==> config.mk <==
export PLATFORM = sky130hd
export DESIGN_NAME = cbt_exec
export DESIGN_NICKNAME = d
export VERILOG_FILES = /design/src/shared/cbt_pkg.sv /design/src/logic/cbt_aux_update.sv /design/src/logic/cbt_exec.sv
export VERILOG_INCLUDE_DIRS = /design/src /design/src/shared
export SDC_FILE = /design/constraint.sdc
export NUM_CORES = 1
export LEC_CHECK = 0
export ABC_AREA = 1
export BUFFER_PORTS_ARGS = -buffer_cell sky130_fd_sc_hd__buf_4
export CAP_MARGIN = 20
export CORE_ASPECT_RATIO = 1.1
export CORE_MARGIN = 2
export CORE_UTILIZATION = 58
export CTS_CLUSTER_DIAMETER = 200
export CTS_CLUSTER_SIZE = 12
export DETAILED_ROUTE_END_ITERATION = 6
export GPL_TIMING_DRIVEN = 0
export PLACE_DENSITY = 0.88
export REMOVE_ABC_BUFFERS = 1
export SKIP_LAST_GASP = 1
export SLEW_MARGIN = 0
export SYNTH_ARGS = -nofsm -noshare
export SYNTH_HDL_FRONTEND = slang
export SYNTH_SLANG_ARGS = --single-unit
==> constraint.sdc <==
create_clock -name sys_clk -period 8.09 [get_ports sys_clk]
set_input_delay 1.618 -clock sys_clk [delete_from_list [all_inputs] [get_ports sys_clk]]
set_output_delay 1.618 -clock sys_clk [all_outputs]
set_load 0.01 [all_outputs]
==> src/shared/cbt_defs.svh <==
// Opcode, field and timing constants for the branch and bit-test executor.
`ifndef CBT_DEFS_SVH
`define CBT_DEFS_SVH
`define CBT_OP_BR_NONNEG 9'h1e9
`define CBT_OP_BR_POS 9'h1e3
`define CBT_OP_BR_PIN 9'h1f5
`define CBT_OP_BR_CARRY 9'h0bd
`define CBT_OP_TEST_MEMORY_FLAG_INDEXED 8'h57
`define CBT_OP_BIT 4'h9
`define CBT_BITSEL_MSB 4'hf
`define CBT_PC_STEP_BR 16'h0002
`define CBT_PC_STEP_BIT 16'h0001
`define CBT_CYC_BR_BASE 4'h2
`define CBT_CYC_TAKEN_ROM 4'h3
`define CBT_CYC_TAKEN_EXT 4'h3
`define CBT_CYC_BIT_BASE 4'h1
`define CBT_PC_RESET 16'h0000
`define CBT_WAIT_W 4
`endif

==> src/shared/cbt_pkg.sv <==
// Types shared by the branch and bit-test executor.
package cbt_pkg;
    typedef enum logic [2:0] {
        CBT_NONE = 3'b000,
        CBT_BR_NONNEG = 3'b001,
        CBT_BR_POS = 3'b010,
        CBT_BR_PIN = 3'b011,
        CBT_BR_CARRY = 3'b100,
        CBT_BIT_DIRECT = 3'b101,
        CBT_BIT_INDEXED = 3'b110
    } cbt_op_t;
    typedef enum logic [1:0] {
        CBT_DEST_RAM = 2'b00,
        CBT_DEST_ROM = 2'b01,
        CBT_DEST_EXT = 2'b10
    } cbt_dest_t;
    typedef enum logic [1:0] {
        CBT_IDLE = 2'b00,
        CBT_BUSY = 2'b01,
        CBT_DONE = 2'b10
    } cbt_state_t;
endpackage

==> src/logic/cbt_aux_update.sv <==
// Indirect-addressing update of the current auxiliary register and pointer.
`timescale 1ns/100ps
`include "cbt_defs.svh"
module cbt_aux_update (
    input wire logic [6:0] ind_field,
    input wire logic [2:0] aux_pointer,
    input wire logic [15:0] aux_cur,
    input wire logic [15:0] aux_zero,
    output logic [15:0] aux_new,
    output logic [2:0] pointer_new,
    output logic aux_write
);
    // Field: bit 6..4 step code, bit 3 new-pointer enable, bits 2..0 new pointer.
    always_comb begin
        aux_new = aux_cur;
        aux_write = 1'b1;
        case (ind_field[6:4])
            3'b000: aux_write = 1'b0;
            3'b001: aux_new = aux_cur - 16'h0001;
            3'b010: aux_new = aux_cur + 16'h0001;
            3'b101: aux_new = aux_cur - aux_zero;
            3'b110: aux_new = aux_cur + aux_zero;
            default: aux_write = 1'b0;
        endcase
        pointer_new = ind_field[3] ? ind_field[2:0] : aux_pointer;
    end
endmodule

==> src/logic/cbt_exec.sv <==
// Executor for conditional branches and bit-test instructions.
`timescale 1ns/100ps
`include "cbt_defs.svh"
// Operation
// RULE1 - Nonnegative branch taken when sum >= 0
// RULE2 - Positive branch taken only when sum > 0
// RULE3 - Pin branch taken when input pin low
// RULE4 - Carry branch taken when carry flag is 1
// RULE5 - Not taken advances counter by two
// RULE6 - Auxiliary update applied regardless of outcome
// RULE7 - No encoded update leaves auxiliaries unchanged
// RULE8 - Taken: 2 RAM, 3 ROM, 3+p external
// RULE9 - Not taken: 2, or 2+2p external fetch
// RULE10 - Branches refused under single-instruction repeat
// RULE11 - Direct bit test copies bit into flag
// RULE12 - Opcode selector picks bit 15 minus code
// RULE13 - Indexed selector from operand bits 3..0
// RULE14 - Bit test 1 cycle plus d, p; with external data the code takes 2+d cycles (plus p for an external fetch)
// RULE15 - Wait states p, d stretch the accesses
// RULE16 - Bit test advances counter by one
module cbt_exec #(
    parameter int WAIT_W = `CBT_WAIT_W
) (
    input wire logic sys_clk,
    input wire logic rst_n,
    input wire logic instr_valid,
    input wire logic [15:0] instr_word,
    input wire logic [15:0] instr_target,
    input wire logic fetch_external,
    input wire logic [1:0] dest_kind,
    input wire logic data_external,
    input wire logic repeat_active,
    input wire logic [WAIT_W-1:0] prog_wait,
    input wire logic [WAIT_W-1:0] data_wait,
    input wire logic [31:0] sum_register,
    input wire logic carry_flag,
    input wire logic branch_input_pin_n,
    input wire logic [15:0] mult_operand,
    input wire logic [15:0] data_word,
    input wire logic [15:0] aux_register_in,
    input wire logic [15:0] aux_zero_in,
    output logic [15:0] program_counter,
    output logic [2:0] aux_pointer,
    output logic [15:0] aux_register_out,
    output logic aux_write,
    output logic [2:0] aux_write_sel,
    output logic test_control_flag,
    output logic busy,
    output logic done,
    output logic repeat_refused
);
    import cbt_pkg::*;
    localparam int CW = 8;
    logic pin_meta_ff;
    logic pin_sync_ff;
    cbt_state_t state_ff;
    logic [CW-1:0] count_ff;
    logic [15:0] nxt_pc;
    logic [CW-1:0] nxt_cycles;
    logic nxt_taken;
    cbt_op_t op;
    logic [3:0] bit_code;
    logic [15:0] aux_new;
    logic [2:0] pointer_new;
    logic aux_wr_req;
    logic [15:0] pc_hold_ff;
    logic [CW-1:0] pw;
    logic [CW-1:0] dw;

    assign pw = CW'(prog_wait);
    assign dw = CW'(data_wait);

    // The pin is asynchronous to the core, so it is synchronised before use.
    always_ff @(posedge sys_clk) begin
        if (!rst_n) begin
            pin_meta_ff <= 1'b1;
            pin_sync_ff <= 1'b1;
        end else begin
            pin_meta_ff <= branch_input_pin_n;
            pin_sync_ff <= pin_meta_ff;
        end
    end

    always_comb begin
        op = CBT_NONE;
        if (instr_word[15:7] == `CBT_OP_BR_NONNEG) op = CBT_BR_NONNEG;
        else if (instr_word[15:7] == `CBT_OP_BR_POS) op = CBT_BR_POS;
        else if (instr_word[15:7] == `CBT_OP_BR_PIN) op = CBT_BR_PIN;
        else if (instr_word[15:7] == `CBT_OP_BR_CARRY) op = CBT_BR_CARRY;
        else if (instr_word[15:8] == `CBT_OP_TEST_MEMORY_FLAG_INDEXED) op = CBT_BIT_INDEXED;
        else if (instr_word[15:12] == `CBT_OP_BIT) op = CBT_BIT_DIRECT;
    end

    cbt_aux_update u_aux (
        .ind_field(instr_word[6:0]),
        .aux_pointer(aux_pointer),
        .aux_cur(aux_register_in),
        .aux_zero(aux_zero_in),
        .aux_new(aux_new),
        .pointer_new(pointer_new),
        .aux_write(aux_wr_req)
    );

    // Condition, next counter and cycle count for the decoded instruction.
    always_comb begin
        nxt_taken = 1'b0;
        case (op)
            CBT_BR_NONNEG: nxt_taken = ~sum_register[31]; // see RULE1
            CBT_BR_POS: nxt_taken = ~sum_register[31] && (sum_register != 32'h0000_0000); // see RULE2
            CBT_BR_PIN: nxt_taken = ~pin_sync_ff; // see RULE3
            CBT_BR_CARRY: nxt_taken = carry_flag; // see RULE4
            default: nxt_taken = 1'b0;
        endcase
        bit_code = (op == CBT_BIT_INDEXED) ? mult_operand[3:0] : instr_word[11:8]; // see RULE12 RULE13
        nxt_pc = program_counter + `CBT_PC_STEP_BIT; // see RULE16
        nxt_cycles = CW'(`CBT_CYC_BIT_BASE);
        if (op == CBT_BIT_DIRECT || op == CBT_BIT_INDEXED) begin
            // An external data access adds one cycle plus its wait states, an external fetch adds its wait states. see RULE14 RULE15
            nxt_cycles = CW'(`CBT_CYC_BIT_BASE) + (data_external ? (8'h01 + dw) : 8'h00)
                + (fetch_external ? pw : 8'h00);
        end else if (nxt_taken) begin
            nxt_pc = instr_target;
            if (fetch_external) begin
                // Both words fetched externally, plus the destination fetch if the destination is external.
                case (dest_kind)
                    CBT_DEST_RAM: nxt_cycles = CW'(`CBT_CYC_BR_BASE) + pw + pw; // see RULE8 RULE15
                    CBT_DEST_ROM: nxt_cycles = CW'(`CBT_CYC_TAKEN_ROM) + pw + pw;
                    default: nxt_cycles = CW'(`CBT_CYC_TAKEN_EXT) + pw + pw + pw;
                endcase
            end else begin
                case (dest_kind)
                    CBT_DEST_RAM: nxt_cycles = CW'(`CBT_CYC_BR_BASE); // see RULE8
                    CBT_DEST_ROM: nxt_cycles = CW'(`CBT_CYC_TAKEN_ROM);
                    default: nxt_cycles = CW'(`CBT_CYC_TAKEN_EXT) + pw;
                endcase
            end
        end else begin
            nxt_pc = program_counter + `CBT_PC_STEP_BR; // see RULE5
            nxt_cycles = CW'(`CBT_CYC_BR_BASE) + (fetch_external ? (pw + pw) : 8'h00); // see RULE9
        end
    end

    logic start;
    logic is_branch;
    assign is_branch = (op == CBT_BR_NONNEG) || (op == CBT_BR_POS) || (op == CBT_BR_PIN) || (op == CBT_BR_CARRY);
    // A repeated branch would re-fetch a two-word opcode, so it is refused outright.
    assign start = instr_valid && (state_ff == CBT_IDLE) && (op != CBT_NONE)
        && !(is_branch && repeat_active); // see RULE10

    always_ff @(posedge sys_clk) begin
        if (!rst_n) begin
            state_ff <= CBT_IDLE;
            count_ff <= '0;
        end else begin
            case (state_ff)
                CBT_IDLE: begin
                    if (start) begin
                        count_ff <= nxt_cycles - 8'h01;
                        state_ff <= (nxt_cycles == 8'h01) ? CBT_DONE : CBT_BUSY;
                    end
                end
                CBT_BUSY: begin
                    count_ff <= count_ff - 8'h01;
                    if (count_ff == 8'h01) state_ff <= CBT_DONE;
                end
                CBT_DONE: state_ff <= CBT_IDLE;
                default: state_ff <= CBT_IDLE;
            endcase
        end
    end

    // The next counter is latched on acceptance and written to program_counter on the edge that ends the done cycle; done marks the last cycle.
    always_ff @(posedge sys_clk) begin
        if (!rst_n) begin
            pc_hold_ff <= `CBT_PC_RESET;
        end else if (start) begin
            pc_hold_ff <= nxt_pc;
        end
    end

    always_ff @(posedge sys_clk) begin
        if (!rst_n) begin
            program_counter <= `CBT_PC_RESET;
        end else if (state_ff != CBT_IDLE && (state_ff == CBT_DONE)) begin
            program_counter <= pc_hold_ff;
        end
    end

    always_ff @(posedge sys_clk) begin
        if (!rst_n) begin
            aux_pointer <= 3'h0;
            aux_register_out <= 16'h0000;
            aux_write <= 1'b0;
            aux_write_sel <= 3'h0;
        end else begin
            aux_write <= 1'b0;
            if (start && (is_branch || instr_word[7])) begin
                // Applied on every branch whatever the outcome. see RULE6 RULE7
                aux_write <= aux_wr_req;
                aux_write_sel <= aux_pointer;
                aux_register_out <= aux_new;
                aux_pointer <= pointer_new;
            end
        end
    end

    always_ff @(posedge sys_clk) begin
        if (!rst_n) begin
            test_control_flag <= 1'b0;
        end else if (start && (op == CBT_BIT_DIRECT || op == CBT_BIT_INDEXED)) begin
            test_control_flag <= data_word[`CBT_BITSEL_MSB - bit_code]; // see RULE11 RULE12 RULE13
        end
    end

    always_ff @(posedge sys_clk) begin
        if (!rst_n) begin
            busy <= 1'b0;
            done <= 1'b0;
            repeat_refused <= 1'b0;
        end else begin
            // A one-cycle instruction never reports busy, only its done pulse.
            busy <= (start && nxt_cycles != 8'h01) || (state_ff == CBT_BUSY && count_ff != 8'h01);
            done <= (start && nxt_cycles == 8'h01) || (state_ff == CBT_BUSY && count_ff == 8'h01);
            repeat_refused <= instr_valid && (state_ff == CBT_IDLE) && is_branch && repeat_active; // see RULE10
        end
    end
endmodule

==> results.md <==
- Status: finished clean
- Yosys warns: 0
- FF+latch count, synth: 71
- Max IR drop VDD: 115 uV
- Worst-path maximum fanout: 15
- Max-slew headroom: 32.4%
- Startpoint Class: input pin
- Worst Path Buf+Inv: 4
- Die Footprint: 0.0122 mm2
- Area leader, netlist: dfxtp_1
- CP endpoint kind: flip-flop
- RePlAce Congestion: about 0.9
- Worst Hold Class: reg2reg
- Total I/O pin count: 189
- RSZ-0062 raised after global routing: no
- Die X: between 100 and 150 um
- Crit path cell chain: buf_4 -> inv_1 -> ha_1 -> nand2_1 -> inv_1 -> or2_2 -> o221ai_1 -> ha_1 -> nand3_1 -> nand3_1 -> nand2_1 -> nand2_1 -> a21boi_0 -> o21ai_0 -> nand2_1 -> nor2_1 -> nor2_1 -> nand2_1 -> nand3_1 -> a21oi_1 -> o21ai_0 -> nand2_1 -> inv_1
- Hold Fails Final Rpt: 0
- Synth top area cells: dfxtp_1 22%, nand2_1 13%, inv_1 8.3%
- Vias in the first global route: 6952
- Final Max Tran Viols: 0
- Clock transition at path regs: 0.06 ns
- # rows: 40
- CTS tree: yes
- Cell variety after synth: 48
- Clk_lat worst skew: 0.33 ns
- Critical-path cell with the highest stage delay: ha_1
- Delay of the slowest critical-path stage: 0.40 ns
- Gate power share: 28.7%
- P_sw: around 0.34 mW
- Arrival time worst endpoint: 4.96 ns
- Switching Share: a little under a third
- Fin crit share: 58.3%
- Reg power frac: between 30% and 40%
- Via/cell ratio: roughly 5.5
- Fmax: 212 MHz
- Number of max-cap violations: 0
- Sequential area share after synthesis: 21.7%
- GR Overflow Total: 0
- Predominant post-synthesis flop cell: dfxtp_1
- Vias: 7641
- Cell area power density: 136 mW/mm2
- Number of buffers on the longest clock path: 2
- Root buffer cell: clkbuf_16
- Post-DP HPWL: 13400 um
- Wirelength per Cell: about 13 um
- Crit path time final: 4.72 ns
- Leak pwr: 4.15 nW
- Cells after Synth: around 1100
- Starting density of the core: between 50% and 60%
- DRT antenna net count: 0
- Clk sinks: 71
- H-tree depth: 3
- Chip height: 116 um
- Area of the mapped netlist: approximately 0.0066 mm2
- Setup violations, final: 0
- # fillers: 943
- Setup repair bufs after CTS: 0
- Ant. Diodes: 0
- Worst Max-Slew Pin Slew: ~1.0 ns
- Nets@finish: around 1400
- Port bufs: 176
- CTS hold repair buffers: 0
- Initial antenna violation count: 0
- Clock share of power: 37.8%
- Drt first-iter violations: 564
- DRT Pass-1 Iters: 5
- Core footprint: between 0.01 and 0.015 mm2
- Top-area cell type share of the netlist area: 21.7%
- Largest net degree at the start of global routing: between 50 and 60
- Aggregate global-route resource usage: 29.2%
- Fraction of layout cells with a size suffix above 1: 19.2%
- First-pass GRT wire length: ~30000 um
- Tot Pwr: 1.12 mW
- Placed cells: 1375
- Pint: 0.770 mW
- CP required: 8.33 ns
- Crit-path most repeated cell: nand2_1
- Post-synthesis async set-or-reset flop share: 0%
- CTS buffer count: 9
- Setup TNS Final: 0 ns
- Synthesis-to-finish area growth: 25.1%
- Worst Setup Path Type: in2reg
- Kind of cell with the highest combined delay on the critical path: simple AND/OR/NAND/NOR gates
- # DRC: 0
- WL final: roughly 18000 um
- Syn_area_per_cell: a little over 6 um2
- Post-synth EDFFs: 0
- Finished Layout Cells: 1391
- Worst-case clock skew: between 0.007 and 0.008 ns
- Post-CTS sizing: 0
==> worst register-to-register path, cell delays in order, from the launching register on <==
cell     delay (ns)
dfxtp_1        0.31
inv_1          0.11
nand3_1        0.11
nor2_2         0.16
nand2_4        0.17
inv_4          0.28
nand2_4        0.21
inv_4          0.27
nand2_1        0.15
o21ai_0        0.18
nor2_1         0.05
==> power by group through the flow <==
stage / sequential (mW) / combinational, mW / clock (mW)
after CTS: 0.374 / 0.317 / 0.422
after detailed placement: 0.381 / 0.315 / 0
after global placement: 0.381 / 0.308 / 0
after global routing: 0.376 / 0.363 / 0.435
final: 0.374 / 0.320 / 0.421
after floorplan: 0.382 / 0.198 / 0
==> cells in the mapped netlist, types with 5 or more instances <==
library cell  number
a31oi_1           17
xor2_1            18
xnor2_1            9
dfxtp_1           71
o211ai_1          26
nand4_1           22
nand3_1           62
nor4_1             6
nand2_1          223
o21ai_0           93
o221ai_1           5
clkbuf_1          21
inv_2             16
nor2_1           121
nor2_2             5
nand2_2            7
inv_1            145
or2_2              7
ha_1              37
o21ai_1           13
nor3_1            17
buf_2             10
a21oi_1           93
==> sequential cells by signal, summed over array words and instances, names as in the netlist, 2 cells and up <==
name and cells:
program_counter 16, aux_write_sel 3, state_ff 2, count_ff 8, pc_hold_ff 16, aux_register_out 16
aux_pointer 3
==> layout by cell type, fill, tap and decap left out, types with 9 or more instances in the layout <==
cell	Yosys	final
nand4_1	22	22
a31oi_1	17	17
xnor2_1	9	9
o21ai_0	93	93
nand3_1	62	62
dfxtp_1	71	71
xor2_1	18	18
inv_2	16	16
nor2_1	121	121
inv_1	145	145
o211ai_1	26	26
ha_1	37	37
nor3_1	17	17
a21oi_1	93	93
nand2_1	223	223
clkbuf_16	0	9
buf_4	2	176
o21ai_1	13	13
==> cell families (layout without fill, tap and decap cells) <==
group                      count (synthesis)  after routing  share of synthesized area (%)
buffers and inverters                    200            356                           12.1
DFF                                       71             71                           21.7
AOI/OAI and AO/OA                        270            270                           23.4
xor gates and xnor gates                  27             27                           3.60
adders and majority gates                 39             39                           7.67
and+or+nand+nor                          481            481                           31.6
==> routing by layer <==
metal	wire [um]	vias up	GRT usage (%)
met5	0	-	0
met4	212	0	7.47
met3	1280	21	4.39
met2	8630	302	52.1
met1	7510	3395	37.0
li1	-	3923	-
==> layout make-up <==
type	count	area [um2]	area share [%]
multi-input combinational	817	4350	53.0
timing repair buffer	176	1320	16.1
inverter	164	621	7.56
clock inverter	6	83.8	1.02
tap	147	184	2.24
clock buffer	10	229	2.79
sequential	71	1420	17.3
==> path summary, 6_finish.rpt <==
check,from,end,slack (ns),cells past startpoint
min reg2reg,pin_meta_ff,pin_sync_ff,0.42,1
min,pin_meta_ff,pin_sync_ff,0.42,1
max,instr_word[5],aux_register_out[15],3.37,23
max reg2reg,state_ff[0],aux_pointer[1],5.98,10
==> per-stage QoR <==
| stage | setup WS, ns | instance area [um2] | util (%) | hold slack [ns] |
|---|---|---|---|---|
| 5_1_grt | 2.96 | 8210 | 74.9 | 0.432 |
| 4_1_cts | 3.43 | 8210 | 74.9 | 0.426 |
| 6_report | 3.37 | 8210 | 74.9 | 0.423 |
| 3_5_place_dp | 3.08 | 7900 | 72.0 | 0.413 |
| 3_3_place_gp | 3.11 | 7900 | 72.0 | 0.395 |
| 2_1_floorplan | 3.77 | 6390 | - | 0.393 |
(Power assumes the default switching activity.)
